$ cat src/bfr_defines.vh
// constants for the battery fault response block: register map, fields, fault codes, timing
// assumes a 250 MHz core clock and a 32-bit AXI4-Lite register port
// Contract
// [RULE_01] contactor commanded open with nonzero current: fault 11, block charge, discharge, relay
// [RULE_02] fault 12 on measurement off, current above twice shunt max or trip limits
// [RULE_03] fault 12 blocks charge, discharge, relay, then 15 s pause before reconnection
// [RULE_04] bad or missing chemistry where mandatory: fault 13, block all, disable charge opto
// [RULE_05] interrupted settings access: fault 14, load defaults, keep everything enabled
// [RULE_06] start-up blown fuse or balancing failure: fault 15, block all, open relay
// [RULE_07] internal serial link failure: fault 16, no normal operation, block all, open relay
// [RULE_08] current above 1.2 times limits: fault 17, reduce reported limits, relay stays
// [RULE_09] active fault code is shown as status while its condition persists
`ifndef BFR_DEFINES_VH
`define BFR_DEFINES_VH

`define BFR_ADDR_W 8
`define BFR_REG_CTRL 8'h00
`define BFR_REG_STATUS 8'h04
`define BFR_REG_MASK 8'h08
`define BFR_REG_FAULT 8'h0C
`define BFR_REG_CHG_TRIP 8'h10
`define BFR_REG_DSG_TRIP 8'h14
`define BFR_REG_CHG_LIM 8'h18
`define BFR_REG_DSG_LIM 8'h1C
`define BFR_REG_SHUNT_MAX 8'h20

`define BFR_CTRL_MEAS_EN 0
`define BFR_CTRL_CELL_CHEMISTRY_SELECT_REQ 1
`define BFR_CTRL_RST 2'h1
`define BFR_LIM_RST 16'hFFFF
`define BFR_MASK_RST 7'h00

`define BFR_F11 0
`define BFR_F12 1
`define BFR_F13 2
`define BFR_F14 3
`define BFR_F15 4
`define BFR_F16 5
`define BFR_F17 6
`define BFR_NFAULT 7

`define BFR_CODE_NONE 5'h00
`define BFR_CODE_11 5'h0B
`define BFR_CODE_12 5'h0C
`define BFR_CODE_13 5'h0D
`define BFR_CODE_14 5'h0E
`define BFR_CODE_15 5'h0F
`define BFR_CODE_16 5'h10
`define BFR_CODE_17 5'h11

`define BFR_CLK_HZ 64'd250000000
`define BFR_PAUSE_S 64'd15
`define BFR_PAUSE_CYC (`BFR_PAUSE_S * `BFR_CLK_HZ)
`define BFR_OVER_NUM 20'h00006
`define BFR_OVER_DEN 20'h00005
`define BFR_RESP_OKAY 2'h0
`define BFR_RESP_SLVERR 2'h2

`endif

$ cat src/battery_fault_response.v
// Our own choices: the register offsets and register access over AXI4-Lite.
`include "bfr_defines.vh"
// fault response for codes 11 to 17 with an AXI4-Lite register port
// assumes pin inputs are asynchronous; current is signed, positive while charging
module battery_fault_response #(
	parameter CUR_W = 16,
	parameter [63:0] PAUSE_CYCLES = `BFR_PAUSE_CYC
) (
	// clock, reset, enable
	input wire i_core_clk,
	input wire i_rst_b,
	input wire i_ce,
	// measurement and system state pins
	input wire [CUR_W-1:0] i_current,
	input wire i_contactor_open_cmd,
	input wire i_cell_chemistry_select_valid,
	input wire i_nvm_interrupted,
	input wire i_fuse_blown,
	input wire i_balance_fail,
	input wire i_selfcheck_done,
	input wire i_i2c_fail,
	input wire i_spi_fail,
	// pack and inverter outputs
	output reg o_charge_en,
	output reg o_discharge_en,
	output reg o_opto_relay_on,
	output reg o_charge_opto_en,
	output reg o_normal_run,
	output reg o_load_defaults,
	output reg [CUR_W-1:0] o_chg_limit_rep,
	output reg [CUR_W-1:0] o_dsg_limit_rep,
	output reg [4:0] o_fault_code,
	output reg o_irq,
	// axi4-lite write address
	input wire i_awvalid,
	output reg o_awready,
	input wire [`BFR_ADDR_W-1:0] i_awaddr,
	// axi4-lite write data
	input wire i_wvalid,
	output reg o_wready,
	input wire [31:0] i_wdata,
	input wire [3:0] i_wstrb,
	// axi4-lite write response
	output reg o_bvalid,
	input wire i_bready,
	output reg [1:0] o_bresp,
	// axi4-lite read address
	input wire i_arvalid,
	output reg o_arready,
	input wire [`BFR_ADDR_W-1:0] i_araddr,
	// axi4-lite read data
	output reg o_rvalid,
	input wire i_rready,
	output reg [31:0] o_rdata,
	output reg [1:0] o_rresp
);
	localparam NF = `BFR_NFAULT;
	localparam PW = 8;

	// byte-lane merge for register writes
	function [31:0] merge;
		input [31:0] old;
		input [31:0] wd;
		input [3:0] st;
		integer b;
		begin
			merge = old;
			for (b = 0; b < 4; b = b + 1)
				if (st[b])
					merge[b*8 +: 8] = wd[b*8 +: 8];
		end
	endfunction

	// magnitude above 1.2 times limit, in integer form 5*mag > 6*lim
	function over_scaled;
		input [CUR_W:0] mag;
		input [CUR_W-1:0] lim;
		reg [CUR_W+4:0] lhs;
		reg [CUR_W+4:0] rhs;
		begin
			lhs = {4'h0, mag} * `BFR_OVER_DEN;
			rhs = {5'h00, lim} * `BFR_OVER_NUM;
			over_scaled = lhs > rhs;
		end
	endfunction

	// ---------------- pin synchronisers ----------------
	wire [CUR_W-1:0] cur_s;
	wire [PW-1:0] pin_s;
	bfr_sync #(.W(CUR_W)) u_cur_sync (
		.i_core_clk(i_core_clk),
		.i_rst_b(i_rst_b),
		.i_ce(i_ce),
		.i_async(i_current),
		.o_sync(cur_s)
	);
	bfr_sync #(.W(PW)) u_pin_sync (
		.i_core_clk(i_core_clk),
		.i_rst_b(i_rst_b),
		.i_ce(i_ce),
		.i_async({i_contactor_open_cmd, i_cell_chemistry_select_valid, i_nvm_interrupted, i_fuse_blown,
			i_balance_fail, i_selfcheck_done, i_i2c_fail, i_spi_fail}),
		.o_sync(pin_s)
	);
	wire open_cmd = pin_s[7];
	wire cell_chemistry_select_ok = pin_s[6];
	wire nvm_int = pin_s[5];
	wire fuse_bad = pin_s[4];
	wire bal_bad = pin_s[3];
	wire chk_done = pin_s[2];
	wire link_bad = pin_s[1] | pin_s[0];

	// ---------------- configuration registers ----------------
	reg [1:0] ctrl_q;
	reg [NF-1:0] status_q;
	reg [NF-1:0] mask_q;
	reg [CUR_W-1:0] chg_trip_q;
	reg [CUR_W-1:0] dsg_trip_q;
	reg [CUR_W-1:0] chg_lim_q;
	reg [CUR_W-1:0] dsg_lim_q;
	reg [CUR_W-1:0] shunt_max_q;

	// ---------------- current magnitudes ----------------
	wire cur_neg = cur_s[CUR_W-1];
	wire cur_pos = ~cur_neg & (|cur_s);
	wire [CUR_W:0] chg_mag = cur_pos ? {1'b0, cur_s} : {(CUR_W+1){1'b0}};
	wire [CUR_W:0] dsg_mag = cur_neg ? ({1'b0, ~cur_s} + 1'b1) : {(CUR_W+1){1'b0}};
	wire [CUR_W:0] shunt2 = {shunt_max_q, 1'b0};

	// ---------------- fault conditions ----------------
	// start-up self-check result is captured once and held
	reg chk_seen_q;
	reg f15_q;
	reg nvm_q;
	wire [NF-1:0] cond;
	assign cond[`BFR_F11] = open_cmd & (|cur_s); // RULE_01
	assign cond[`BFR_F12] = ~ctrl_q[`BFR_CTRL_MEAS_EN]
		| (chg_mag > shunt2) | (dsg_mag > shunt2)
		| (chg_mag > {1'b0, chg_trip_q}) | (dsg_mag > {1'b0, dsg_trip_q}); // RULE_02
	assign cond[`BFR_F13] = ctrl_q[`BFR_CTRL_CELL_CHEMISTRY_SELECT_REQ] & ~cell_chemistry_select_ok; // RULE_04
	assign cond[`BFR_F14] = nvm_int; // RULE_05
	assign cond[`BFR_F15] = f15_q; // RULE_06
	assign cond[`BFR_F16] = link_bad; // RULE_07
	assign cond[`BFR_F17] = over_scaled(chg_mag, chg_lim_q)
		| over_scaled(dsg_mag, dsg_lim_q); // RULE_08

	always @(posedge i_core_clk) begin
		if (!i_rst_b) begin
			chk_seen_q <= 1'b0;
			f15_q <= 1'b0;
			nvm_q <= 1'b0;
		end else if (i_ce) begin
			nvm_q <= nvm_int;
			if (chk_done & ~chk_seen_q) begin
				chk_seen_q <= 1'b1;
				f15_q <= fuse_bad | bal_bad; // RULE_06
			end
		end
	end

	// ---------------- reconnection pause ----------------
	wire pause_busy;
	bfr_pause #(.PAUSE_CYCLES(PAUSE_CYCLES)) u_pause (
		.i_core_clk(i_core_clk),
		.i_rst_b(i_rst_b),
		.i_ce(i_ce),
		.i_hold(cond[`BFR_F12]),
		.o_busy(pause_busy) // RULE_03
	);

	// ---------------- fault response ----------------
	wire block_all = cond[`BFR_F11] | cond[`BFR_F12] | pause_busy | cond[`BFR_F13]
		| cond[`BFR_F15] | cond[`BFR_F16];
	reg [4:0] code_d;
	always @* begin
		code_d = `BFR_CODE_NONE;
		if (cond[`BFR_F11])
			code_d = `BFR_CODE_11;
		else if (cond[`BFR_F12])
			code_d = `BFR_CODE_12;
		else if (cond[`BFR_F13])
			code_d = `BFR_CODE_13;
		else if (cond[`BFR_F15])
			code_d = `BFR_CODE_15;
		else if (cond[`BFR_F16])
			code_d = `BFR_CODE_16;
		else if (cond[`BFR_F17])
			code_d = `BFR_CODE_17;
		else if (cond[`BFR_F14])
			code_d = `BFR_CODE_14;
	end

	always @(posedge i_core_clk) begin
		if (!i_rst_b) begin
			o_charge_en <= 1'b0;
			o_discharge_en <= 1'b0;
			o_opto_relay_on <= 1'b0;
			o_charge_opto_en <= 1'b0;
			o_normal_run <= 1'b0;
			o_load_defaults <= 1'b0;
			o_chg_limit_rep <= {CUR_W{1'b0}};
			o_dsg_limit_rep <= {CUR_W{1'b0}};
			o_fault_code <= `BFR_CODE_NONE;
		end else if (i_ce) begin
			o_charge_en <= ~block_all; // RULE_01 RULE_03 RULE_04 RULE_06 RULE_07
			o_discharge_en <= ~block_all; // RULE_01 RULE_03 RULE_04 RULE_06 RULE_07
			o_opto_relay_on <= ~block_all; // RULE_01 RULE_03 RULE_06 RULE_07 RULE_08
			o_charge_opto_en <= ~cond[`BFR_F13]; // RULE_04
			o_normal_run <= ~cond[`BFR_F16]; // RULE_07
			o_load_defaults <= nvm_int & ~nvm_q; // RULE_05
			// halve the reported limits while overcurrent persists
			o_chg_limit_rep <= cond[`BFR_F17] ? {1'b0, chg_lim_q[CUR_W-1:1]} : chg_lim_q; // RULE_08
			o_dsg_limit_rep <= cond[`BFR_F17] ? {1'b0, dsg_lim_q[CUR_W-1:1]} : dsg_lim_q; // RULE_08
			o_fault_code <= code_d; // RULE_09
		end
	end

	// ---------------- axi4-lite write path ----------------
	reg aw_have_q;
	reg w_have_q;
	reg [`BFR_ADDR_W-1:0] waddr_q;
	reg [31:0] wdata_q;
	reg [3:0] wstrb_q;
	wire do_write = aw_have_q & w_have_q & ~o_bvalid;
	wire wr_status = do_write & (waddr_q == `BFR_REG_STATUS);
	wire [31:0] status_clr = wr_status ? merge(32'h00000000, wdata_q, wstrb_q) : 32'h00000000;

	always @(posedge i_core_clk) begin
		if (!i_rst_b) begin
			aw_have_q <= 1'b0;
			w_have_q <= 1'b0;
			waddr_q <= {`BFR_ADDR_W{1'b0}};
			wdata_q <= 32'h00000000;
			wstrb_q <= 4'h0;
			o_awready <= 1'b0;
			o_wready <= 1'b0;
			o_bvalid <= 1'b0;
			o_bresp <= `BFR_RESP_OKAY;
		end else if (i_ce) begin
			o_awready <= ~aw_have_q & ~o_awready & ~(i_awvalid & o_awready);
			o_wready <= ~w_have_q & ~o_wready & ~(i_wvalid & o_wready);
			if (i_awvalid & o_awready) begin
				aw_have_q <= 1'b1;
				waddr_q <= i_awaddr;
				o_awready <= 1'b0;
			end
			if (i_wvalid & o_wready) begin
				w_have_q <= 1'b1;
				wdata_q <= i_wdata;
				wstrb_q <= i_wstrb;
				o_wready <= 1'b0;
			end
			if (do_write) begin
				aw_have_q <= 1'b0;
				w_have_q <= 1'b0;
				o_bvalid <= 1'b1;
				case (waddr_q)
					`BFR_REG_CTRL, `BFR_REG_STATUS, `BFR_REG_MASK, `BFR_REG_FAULT,
					`BFR_REG_CHG_TRIP, `BFR_REG_DSG_TRIP, `BFR_REG_CHG_LIM,
					`BFR_REG_DSG_LIM, `BFR_REG_SHUNT_MAX: o_bresp <= `BFR_RESP_OKAY;
					default: o_bresp <= `BFR_RESP_SLVERR;
				endcase
			end else if (o_bvalid & i_bready)
				o_bvalid <= 1'b0;
		end
	end

	// current value of the addressed register, for byte-lane merging
	reg [31:0] wr_old;
	always @* begin
		case (waddr_q)
			`BFR_REG_CTRL: wr_old = {30'h0, ctrl_q};
			`BFR_REG_MASK: wr_old = {25'h0, mask_q};
			`BFR_REG_CHG_TRIP: wr_old = {16'h0, chg_trip_q};
			`BFR_REG_DSG_TRIP: wr_old = {16'h0, dsg_trip_q};
			`BFR_REG_CHG_LIM: wr_old = {16'h0, chg_lim_q};
			`BFR_REG_DSG_LIM: wr_old = {16'h0, dsg_lim_q};
			`BFR_REG_SHUNT_MAX: wr_old = {16'h0, shunt_max_q};
			default: wr_old = 32'h00000000;
		endcase
	end
	wire [31:0] wr_new = merge(wr_old, wdata_q, wstrb_q);

	// register storage; a new event wins over a write-one clear
	always @(posedge i_core_clk) begin
		if (!i_rst_b) begin
			ctrl_q <= `BFR_CTRL_RST;
			status_q <= {NF{1'b0}};
			mask_q <= `BFR_MASK_RST;
			chg_trip_q <= `BFR_LIM_RST;
			dsg_trip_q <= `BFR_LIM_RST;
			chg_lim_q <= `BFR_LIM_RST;
			dsg_lim_q <= `BFR_LIM_RST;
			shunt_max_q <= `BFR_LIM_RST;
			o_irq <= 1'b0;
		end else if (i_ce) begin
			status_q <= (status_q & ~status_clr[NF-1:0]) | cond;
			o_irq <= |(status_q & mask_q);
			if (do_write) begin
				case (waddr_q)
					`BFR_REG_CTRL: ctrl_q <= wr_new[1:0];
					`BFR_REG_MASK: mask_q <= wr_new[NF-1:0];
					`BFR_REG_CHG_TRIP: chg_trip_q <= wr_new[CUR_W-1:0];
					`BFR_REG_DSG_TRIP: dsg_trip_q <= wr_new[CUR_W-1:0];
					`BFR_REG_CHG_LIM: chg_lim_q <= wr_new[CUR_W-1:0];
					`BFR_REG_DSG_LIM: dsg_lim_q <= wr_new[CUR_W-1:0];
					`BFR_REG_SHUNT_MAX: shunt_max_q <= wr_new[CUR_W-1:0];
					default: ;
				endcase
			end
		end
	end

	// ---------------- axi4-lite read path ----------------
	reg [31:0] rd_d;
	reg rd_ok;
	always @* begin
		rd_d = 32'h00000000;
		rd_ok = 1'b1;
		case (i_araddr)
			`BFR_REG_CTRL: rd_d = {30'h0, ctrl_q};
			`BFR_REG_STATUS: rd_d = {25'h0, status_q};
			`BFR_REG_MASK: rd_d = {25'h0, mask_q};
			`BFR_REG_FAULT: rd_d = {13'h0000, cond, 3'h0, pause_busy, 3'h0, o_fault_code};
			`BFR_REG_CHG_TRIP: rd_d = {16'h0, chg_trip_q};
			`BFR_REG_DSG_TRIP: rd_d = {16'h0, dsg_trip_q};
			`BFR_REG_CHG_LIM: rd_d = {16'h0, chg_lim_q};
			`BFR_REG_DSG_LIM: rd_d = {16'h0, dsg_lim_q};
			`BFR_REG_SHUNT_MAX: rd_d = {16'h0, shunt_max_q};
			default: rd_ok = 1'b0;
		endcase
	end

	always @(posedge i_core_clk) begin
		if (!i_rst_b) begin
			o_arready <= 1'b0;
			o_rvalid <= 1'b0;
			o_rdata <= 32'h00000000;
			o_rresp <= `BFR_RESP_OKAY;
		end else if (i_ce) begin
			o_arready <= ~o_rvalid & ~o_arready;
			if (i_arvalid & o_arready) begin
				o_arready <= 1'b0;
				o_rvalid <= 1'b1;
				o_rdata <= rd_d;
				o_rresp <= rd_ok ? `BFR_RESP_OKAY : `BFR_RESP_SLVERR;
			end else if (o_rvalid & i_rready)
				o_rvalid <= 1'b0;
		end
	end
endmodule

$ cat src/bfr_sync.v
// two flip-flop synchroniser for a group of independent level inputs
// assumes each bit changes slowly compared with the core clock
module bfr_sync #(
	parameter W = 1
) (
	// clock, reset, enable
	input wire i_core_clk,
	input wire i_rst_b,
	input wire i_ce,
	// levels
	input wire [W-1:0] i_async,
	output reg [W-1:0] o_sync
);
	reg [W-1:0] meta_q;

	always @(posedge i_core_clk) begin
		if (!i_rst_b) begin
			meta_q <= {W{1'b0}};
			o_sync <= {W{1'b0}};
		end else if (i_ce) begin
			meta_q <= i_async;
			o_sync <= meta_q;
		end
	end
endmodule

$ cat src/bfr_pause.v
// reconnection pause timer: busy while held and for PAUSE_CYCLES after release
// assumes the hold input is a level from the core clock domain
`include "bfr_defines.vh"
module bfr_pause #(
	parameter [63:0] PAUSE_CYCLES = `BFR_PAUSE_CYC
) (
	// clock, reset, enable
	input wire i_core_clk,
	input wire i_rst_b,
	input wire i_ce,
	// control
	input wire i_hold,
	output reg o_busy
);
	wire [31:0] load_w = PAUSE_CYCLES[31:0];
	reg [31:0] cnt_q;

	always @(posedge i_core_clk) begin
		if (!i_rst_b) begin
			cnt_q <= 32'h00000000;
			o_busy <= 1'b0;
		end else if (i_ce) begin
			if (i_hold) begin
				cnt_q <= load_w;
				o_busy <= 1'b1;
			end else if (cnt_q > 32'h00000001) begin
				cnt_q <= cnt_q - 32'h00000001;
				o_busy <= 1'b1;
			end else begin
				cnt_q <= 32'h00000000;
				o_busy <= 1'b0;
			end
		end
	end
endmodule

$ cat config.mk
export PLATFORM = sky130hd
export DESIGN_NAME = battery_fault_response
export DESIGN_NICKNAME = d
export VERILOG_FILES = /design/src/battery_fault_response.v /design/src/bfr_sync.v /design/src/bfr_pause.v
export VERILOG_INCLUDE_DIRS = /design/src
export SDC_FILE = /design/constraint.sdc
export NUM_CORES = 1
export LEC_CHECK = 0
export ABC_AREA = 1
export BUFFER_PORTS_ARGS = -buffer_cell sky130_fd_sc_hd__buf_2
export CAP_MARGIN = 20
export CORE_AREA = 2 2 228 230
export CTS_CLUSTER_DIAMETER = 120
export DETAILED_ROUTE_END_ITERATION = 12
export DIE_AREA = 0 0 230 232
export GPL_ROUTABILITY_DRIVEN = 0
export HOLD_SLACK_MARGIN = 0.03
export PLACE_DENSITY = 0.56
export SYNTH_ARGS = -nofsm -noshare
export SYNTH_HDL_FRONTEND = slang
export SYNTH_SLANG_ARGS = --single-unit
$ cat constraint.sdc
create_clock -name i_core_clk -period 11.5 [get_ports i_core_clk]
set_clock_uncertainty 0.15 [all_clocks]
set_input_delay 1.725 -clock i_core_clk [delete_from_list [all_inputs] [get_ports i_core_clk]]
set_output_delay 1.725 -clock i_core_clk [all_outputs]
set_load 0.03 [all_outputs]
==> impl_metrics.toml, run 1 <==
[status]
status = "complete, no violations"

[yosys]
yosysTopAreaCellShare_pct = 31.3
ys_top_cells_by_area = "dfxtp_1 (31%), ha_1 (13%), a21oi_1 (11%)"
synth_cells = 2484
synth_edf_count = 0
yosys.cell_types.count = 57
async_flop_share_pct = 0
yosysTopAreaCell = "dfxtp_1"
syn_area_per_cell_um2 = 7.11
syn_area_mm2 = 0.0177
synth-seq-area-share_pct = 31.3
synthFlopType = "dfxtp_1"
ys_ff_latch = 276
yosysWarningCount = 0

[clock_tree]
hold_buffers = 0
clockBufferDepth = 3
cts.reportedPaths.clkPinSlew_ns = 0.06
cts_root_buffer = "clkbuf_16"
clk_latency_ns = 0.56
cts_made_buffers = 34
postCtsSetupRepairBufs = 0
post_cts_resized = 0
clock_sinks = 276
cts.htree.levels = 2
cts_tree = "done"

[timing]
slew_viol_final = 0
finalHoldViolCount = 0
fmax_mhz = 143
setup_tns_ns = 0
worst_pin_slew_ns = 1.17
rsz0062_at_grt = "no"
min_period_ns = 6.99
finalCritPeriodShare_pct = 60.8
setup_viol_count_final = 0
maxSlewHeadroom_pct = 20.9

[die]
pin_count = 169
rows = 83
start_util_pct = 34.7
core_area_mm2 = 0.0509
die_h_um = 232
die_area_mm2 = 0.0534
die_x_um = 230

[worst_setup_path]
regToRegStartpoint = "u_cur_sync.o_sync[1]"
cp.arrival_ns = 7.30
critical-path-slowest-cell = "a211oi_1"
critPathMaxStageDelay_ns = 0.64
crit_fanout = 54
cp-start-kind = "flop"
reg2regPathDepth = 34
r2r_end = "o_chg_limit_rep[2]"
reg2reg_slack_ns = 4.51
crit_type = "flop to flop"
cpMostUsedCell = "nand2_1"
critPathTopFamily = "simple AND/OR/NAND/NOR gates"
cp-end-kind = "flop"
cp.required_ns = 11.81
path_buf_inv = 4

[drt]
wl_per_cell_um = 19.0
drc = 0
drt_iter0_markers = 1784
drt_wl_total_um = 62200
dr.pass1.iters = 6
vias_per_cell = 5.45
via_count = 17800
final_antenna_net_count = 0

[layout]
layout-drive-gt1-share_pct = 8.80
fin_cells = 3271
largestRegisters = "u_pause.cnt_q: 32 flops, o_rdata: 19 flops"
largest_reg_flops = 32
layout_commonest_cell = "a21oi_1"
largest-register = "u_pause.cnt_q"
final_cell_mix = "a21oi_1 (376), nand2_1 (335), inv_1 (277)"
final_nets = 2834
area_growth_pct = 12.6

[min_path]
hp-class = "flop to flop"
hold_depth = 2
whs_endpoint = "o_dsg_limit_rep[13]"
min-delay-start = "o_dsg_limit_rep[13]"

[global_route]
grt_pass1_vias = 16600
met1_usage_pct = 30.7
grt_use_met2_pct = 35.2
grt_pass1_wl_um = 95200
busiest_layer = "met2"
antenna_found_initial = 1
overflow = 0
grt_max_degree = 112
grt.met3_usage_pct = 3.81
track_usage_pct = 22.7

[pwr]
leakage_uw = 0.00976
power.density_mw_per_mm2 = 152
ir_drop_mv = 0.163

[placed_design]
placed_cells = 3211
hpwl_um = 46900
portBuffers = 135

[run]
maxCapViolations = 0
[synthesized netlist by cell type (7+ instances only)]
library cell    n
nand4_1        38
o21bai_1        9
a21oi_2        10
xor2_1         45
ha_1          177
dfxtp_1       276
buf_1           7
clkbuf_1       86
o21ai_1        29
o22ai_1        60
nor3_1         41
nor2_1        242
inv_1         277
a221oi_1       14
a21oi_1       376
nor4_1         12
xnor2_1        30
o31ai_1        22
buf_4          18
o21ai_0       228
nand3_1        70
nand2_1       335
[layout make-up]
type | instances | area [µm²]
diodes | 1 | 2.50
clock buffers | 46 | 946
clock inverters | 11 | 113
fillers | 5343 | 31000
inverters | 282 | 1070
multi-input cells | 1824 | 10600
flip-flops and latches | 276 | 5530
well taps | 680 | 851
repair buffers | 151 | 806
[layer usage]
metal	up-vias	share of wire, %
met5	-	0
met1	8265	44
met3	184	8.5
met4	0	5.2
met2	754	43
li1	8639	-
[per-stage QoR]
stage / setup slack [ns] / power (µW) / hold WS, ns / utilization [%] / cell area (µm²)
after floorplan: 6.60 / 1790 / 0.274 / - / 17700
after global placement: 4.52 / 1970 / 0.297 / 36.9 / 18800
after detailed placement: 4.48 / 1980 / 0.303 / 36.9 / 18800
after CTS: 4.45 / 3030 / 0.311 / 39.0 / 19900
after global routing: 4.02 / 3210 / 0.323 / 39.1 / 19900
final: 4.51 / 3030 / 0.308 / 39.1 / 19900
[where the power goes]
group | switching [µW] | leakage, µW | internal, µW | total (µW)
combinational | 534 | 0.00698 | 317 | 850
sequential | 85.8 | 0.00226 | 1040 | 1130
clock | 446 | 0.000522 | 603 | 1050
total | 1070 | 0.00976 | 1960 | 3030
[worst max-delay path by stage]
stage	startpoint	to	slack [ns]	cells after the start
2_1_floorplan	u_cur_sync.o_sync[1]	o_dsg_limit_rep[1]	6.60	31
3_3_place_gp	u_cur_sync.o_sync[15]	o_dsg_limit_rep[0]	4.52	27
3_5_place_dp	u_cur_sync.o_sync[15]	o_dsg_limit_rep[0]	4.48	27
4_1_cts	u_cur_sync.o_sync[15]	o_dsg_limit_rep[0]	4.45	27
5_1_grt	u_cur_sync.o_sync[15]	o_chg_limit_rep[3]	4.02	28
6_report	u_cur_sync.o_sync[1]	o_chg_limit_rep[2]	4.51	34
[cell families (layout without fill, tap and decap cells)]
family / count (synthesis) / count (layout) / share of synthesized area [%]
compound gates: 791 / 791 / 24.5
xor+xnor: 75 / 75 / 3.72
fa+ha+maj: 181 / 181 / 13.0
buf+inv: 404 / 490 / 9.28
flops: 276 / 276 / 31.3
other cells: 1 / 22 / 0.0212
simple gates: 756 / 756 / 18.2
[tightest hold or removal path: cells and delay by family, from the launching register on]
family          cells  cell delay [ns]
flops               1             0.30
simple gates        1             0.06
compound gates      1             0.05
(Power assumes the default switching activity.)
==> run 2: changes to the inputs <==
--- a/config.mk
+++ b/config.mk
@@ -15,7 +15,7 @@
 export DIE_AREA = 0 0 230 232
 export GPL_ROUTABILITY_DRIVEN = 0
 export HOLD_SLACK_MARGIN = 0.03
-export PLACE_DENSITY = 0.56
+export PLACE_DENSITY = 0.57
 export SYNTH_ARGS = -nofsm -noshare
 export SYNTH_HDL_FRONTEND = slang
 export SYNTH_SLANG_ARGS = --single-unit
==> constraint.sdc (replaced) <==
create_clock -name i_core_clk -period 5.8 [get_ports i_core_clk]
set_clock_uncertainty 0.15 [all_clocks]
set_input_delay 0.87 -clock i_core_clk [delete_from_list [all_inputs] [get_ports i_core_clk]]
set_output_delay 0.87 -clock i_core_clk [all_outputs]
set_load 0.03 [all_outputs]
==> run 2 against run 1 <==
  * Sequential power rose by 97%
  * Largest cell class unchanged
  * Hold slack better by 0.0015 ns
  * Largest power group unchanged
  * Cell area is 2.5% higher
  * Global-route usage is 0.36 points lower
  * Cell count increased by 1.3%
  * Routed wire length about the same
  * Highest routed layer is now met5
  * Maximum frequency is 27% higher
==> impl_metrics.toml, run 2 (same netlist as run 1, synthesis figures left out) <==
[timing]
layout_setup_ws_ns = 0.313
min_period_ns = 5.49
setup_viol_count_final = 0
fmax_mhz = 182
finalHoldViolCount = 0
setup_tns_ns = 0
maxSlewHeadroom_pct = 24.3
slew_viol_final = 0
worst_pin_slew_ns = 1.11
hold_ws_ns = 0.310
finalCritPeriodShare_pct = 94.6

[drt]
drt-met1-wl_um = 28000
wl_met2_um = 26500
final_antenna_net_count = 0
via_count = 17900
vias_per_cell = 5.39
drt_wl_total_um = 62200
wl_met3_um = 4670
dr.pass1.iters = 6
drc = 0
wl_per_cell_um = 18.8
highest-signal-layer = "met5"
drt_iter0_markers = 1755

[placed_design]
hpwl_um = 47300
portBuffers = 135
post-place-ws_ns = 0.0956

[die]
rows = 83
die_x_um = 230
start_util_pct = 34.7
die_area_mm2 = 0.0534
pin_count = 169
die_h_um = 232
core_area_mm2 = 0.0509

[clock_tree]
cts_made_buffers = 31
clock_sinks = 276
cts.htree.levels = 1
clk_latency_ns = 0.60
clockBufferDepth = 3
cts_tree = "done"
hold_buffers = 0
cts.reportedPaths.clkPinSlew_ns = 0.07
cts_root_buffer = "clkbuf_16"

[worst_setup_path]
critical-path-slowest-cell = "dfxtp_2"
crit_type = "flop to flop"
cpMostUsedCell = "nand2_1"
critPathMaxStageDelay_ns = 0.36
cp.required_ns = 6.07
cp.arrival_ns = 5.76
crit_fanout = 14
cp-end-kind = "flop"
cp-start-kind = "flop"

[layout]
final_nets = 2877
area_growth_pct = 15.4
largestRegisters = "u_pause.cnt_q: 32 flops, o_rdata: 19 flops"
final_cell_mix = "a21oi_1 (372), nand2_1 (332), inv_1 (276)"
layout-drive-gt1-share_pct = 11.1
layout_commonest_cell = "a21oi_1"
largest-register = "u_pause.cnt_q"
largest_reg_flops = 32
antennaDiodeCount = 0

[global_route]
track_usage_pct = 22.4
overflow = 0
grt_max_degree = 133
grt_pass1_vias = 16400
grt_pass1_wl_um = 94200
antenna_found_initial = 2

[pwr]
p_seq_share_pct = 37.1
power_switching_uw = 2070
power.density_mw_per_mm2 = 295
leakage_uw = 0.0100
ir_drop_mv = 0.361
comb_power_share_pct = 28.4
intPower_uw = 3940
p_sw_share_pct = 34.5
p_clk_share_pct = 34.5

[min_path]
hp-class = "flop to flop"

[run]
maxCapViolations = 0

[status]
status = "complete, no violations"
==> run 2: cell types whose count changed in the layout (fill, tap and decap cells not counted), sizes merged <==
cell    previous run  this run
clkbuf            47        45
diode              1         0
bufinv             1         4
clkinv             9         4
buf              150       195
inv              282       284
==> run 2: cell type report <==
class	count	area, µm²
fillers	5392	30500
clock inverters	11	184
inverters	282	1070
well taps	680	851
flip-flops and latches	276	5530
multi-input cells	1824	10700
clock buffers	43	871
repair buffers	197	1200
==> run 2: path summary, 6_finish.rpt <==
path	to	slack [ns]	cells past startpoint	startpoint
hold / removal	u_pin_sync.o_sync[2]	0.31	2	u_pin_sync.o_sync[2]
setup reg to reg	o_dsg_limit_rep[0]	0.31	39	u_cur_sync.o_sync[0]
setup / recovery	o_dsg_limit_rep[0]	0.31	39	u_cur_sync.o_sync[0]
hold reg to reg	u_pin_sync.o_sync[2]	0.31	2	u_pin_sync.o_sync[2]
==> run 2: power by group through the flow <==
stage,logic [µW],clock network (µW),registers [µW]
5_1_grt,1940,2170,2260
6_report,1710,2070,2230
2_1_floorplan,1270,0,2270
4_1_cts,1690,2100,2230
3_5_place_dp,1670,0,2270
3_3_place_gp,1650,0,2260
==> run 2: what timing repair did <==
item,in CTS,in global routing
setup endpoints to repair,0,39
gates resized for setup,0,35
setup buffers,0,5
==> run 2: through the flow <==
stage,std cells,utilization (%),instance area [µm²],total power [µW]
floorplan,2504,-,17700,3540
detailed placement,3252,37.6,19100,3940
global placement,3251,37.6,19100,3920
finish,3313,40.0,20400,6020
global route,3313,40.0,20400,6360
CTS,3306,39.7,20200,6010
==> run 2: worst max-delay path: cells and delay by family (launching register included) <==
family,cells,cell delay [ns]
flip-flops,1,0.36
adder cells (fa/ha/maj),4,0.89
buffers and inverters,7,0.80
AO/OA/AOI/OAI,8,1.07
AND/OR/NAND/NOR,20,2.04
==> run 2: layer usage <==
layer	global-route usage [%]	up-vias
met3	3.11	161
met4	10.3	2
met2	34.4	752
met1	30.9	8216
met5	0	-
li1	-	8722
==> run 3: changes to the inputs <==
--- a/config.mk
+++ b/config.mk
@@ -9,13 +9,15 @@
 export ABC_AREA = 1
 export BUFFER_PORTS_ARGS = -buffer_cell sky130_fd_sc_hd__buf_2
 export CAP_MARGIN = 20
+export CELL_PAD_IN_SITES_DETAIL_PLACEMENT = 0
+export CELL_PAD_IN_SITES_GLOBAL_PLACEMENT = 1
 export CORE_AREA = 2 2 228 230
 export CTS_CLUSTER_DIAMETER = 120
 export DETAILED_ROUTE_END_ITERATION = 12
 export DIE_AREA = 0 0 230 232
 export GPL_ROUTABILITY_DRIVEN = 0
 export HOLD_SLACK_MARGIN = 0.03
-export PLACE_DENSITY = 0.57
+export PLACE_DENSITY = 0.73
 export SYNTH_ARGS = -nofsm -noshare
 export SYNTH_HDL_FRONTEND = slang
 export SYNTH_SLANG_ARGS = --single-unit
==> run 3 against run 2 <==
  * First-iteration DRC count fell by 13%
  * Non-clock buffer count increased by 3
  * Critical endpoint is now o_dsg_limit_rep[12]
  * Utilization grew 0.34 points
  * Sequential share of layout area decreased by 0.23 points
  * Flip-flop and latch count did not move
  * Global-route usage increased by 0.94 points
  * Routed wire length is 2.6% higher
  * Critical path type unchanged
  * Via count down 0.87%
==> impl_metrics.toml, run 3 (same netlist as run 1, synthesis figures left out) <==
[status]
status = "complete, no violations"

[min_path]
min-delay-start = "u_pin_sync.o_sync[2]"
hp-class = "flop to flop"

[drt]
drc = 0
vias_per_cell = 5.32
final_antenna_net_count = 0
drt_wl_total_um = 63800
wl_per_cell_um = 19.2
dr.pass1.iters = 6
via_count = 17700
drt_iter0_markers = 1521

[worst_setup_path]
cp-end-kind = "flop"
regToRegStartpoint = "u_cur_sync.o_sync[0]"
cp.required_ns = 6.13
cp-start-kind = "flop"
critPathTopFamily = "simple AND/OR/NAND/NOR gates"
path_buf_inv = 8
critPathMaxStageDelay_ns = 0.35
critical-path-slowest-cell = "dfxtp_2"
crit_start = "u_cur_sync.o_sync[0]"
crit_fanout = 13
crit_type = "flop to flop"
cp.arrival_ns = 5.80

[timing]
maxSlewHeadroom_pct = 17.8
finalCritPeriodShare_pct = 94.3
worst_pin_slew_ns = 1.22
slew_viol_final = 0
min_period_ns = 5.47
finalHoldViolCount = 0
fmax_mhz = 183
setup_viol_count_final = 0
setup_tns_ns = 0

[global_route]
grt_max_degree = 109
antenna_found_initial = 0
overflow = 0
grt_pass1_wl_um = 96800
grt_pass1_vias = 16500
track_usage_pct = 23.3

[die]
die_h_um = 232
die_area_mm2 = 0.0534
start_util_pct = 34.7
pin_count = 169
rows = 83
die_x_um = 230
core_area_mm2 = 0.0509

[clock_tree]
cts.reportedPaths.clkPinSlew_ns = 0.05
cts_tree = "done"
hold_buffers = 0
clk_latency_ns = 0.56
clock_sinks = 276
cts_made_buffers = 34
clockBufferDepth = 3
cts_root_buffer = "clkbuf_16"
cts.htree.levels = 2

[layout]
largestRegisters = "u_pause.cnt_q: 32 flops, o_rdata: 19 flops"
fillers = 5426
antennaDiodeCount = 0
final_cell_mix = "a21oi_1 (373), nand2_1 (333), inv_1 (276)"
largest_reg_flops = 32
layout_commonest_cell = "a21oi_1"
layout-drive-gt1-share_pct = 11.3
largest-register = "u_pause.cnt_q"
final_nets = 2883
area_growth_pct = 16.4

[placed_design]
hpwl_um = 49100
portBuffers = 135

[pwr]
leakage_uw = 0.0101
p_total_uw = 6310
ir_drop_mv = 0.338
power.density_mw_per_mm2 = 307

[run]
maxCapViolations = 0
## run 3: through the flow
step	setup WS (ns)	hold WS [ns]	cells	utilization, %	area, µm²
after floorplan	0.904	0.274	2504	-	17700
after global placement	0.170	0.297	3258	37.6	19200
after detailed placement	0.140	0.303	3258	37.6	19200
after CTS	0.127	0.311	3320	40.1	20400
after global routing	-0.00629	0.322	3324	40.4	20500
final	0.333	0.307	3324	40.4	20500
## run 3: path summary, 6_finish.rpt
| kind | to | slack (ns) | cells after the start |
|---|---|---|---|
| setup / recovery | o_dsg_limit_rep[12] | 0.33 | 35 |
| hold / removal | u_pin_sync.o_sync[2] | 0.31 | 2 |
| setup reg to reg | o_dsg_limit_rep[12] | 0.33 | 35 |
| hold reg to reg | u_pin_sync.o_sync[2] | 0.31 | 2 |
## run 3: tightest hold or removal path, cell delays in order (launching register included)
cell and delay, ns:
dfxtp_1 0.29, inv_1 0.06, a21oi_1 0.06
## run 3: what timing repair did
item | 4_1_cts | 5_1_grt
gates resized for setup | 0 | 27
setup buffers | 0 | 1
setup endpoints to repair | 0 | 39
## run 3: layout make-up
type | count | area (µm²) | area share [%]
Tap cell | 680 | 851 | 4.14
Sequential cell | 276 | 5530 | 26.9
Inverter | 282 | 1070 | 5.20
Multi-Input combinational cell | 1824 | 10600 | 51.7
Timing Repair Buffer | 200 | 1230 | 5.97
Clock buffer | 48 | 973 | 4.74
Clock inverter | 14 | 268 | 1.30
## run 3: routing by layer
metal,track usage [%],vias to the layer above,part of all wire [%]
met5,0,-,0
met4,10.6,0,4.4
met3,4.06,132,7.0
met2,36.6,640,44
met1,31.1,8177,45
li1,-,8749,-
## run 3: power breakdown
part / internal, µW / switching [µW] / leakage, µW / total (µW)
Combinational: 649 / 1060 / 0.00725 / 1700
Sequential: 2070 / 169 / 0.00226 / 2230
Clock: 1460 / 909 / 0.000605 / 2370
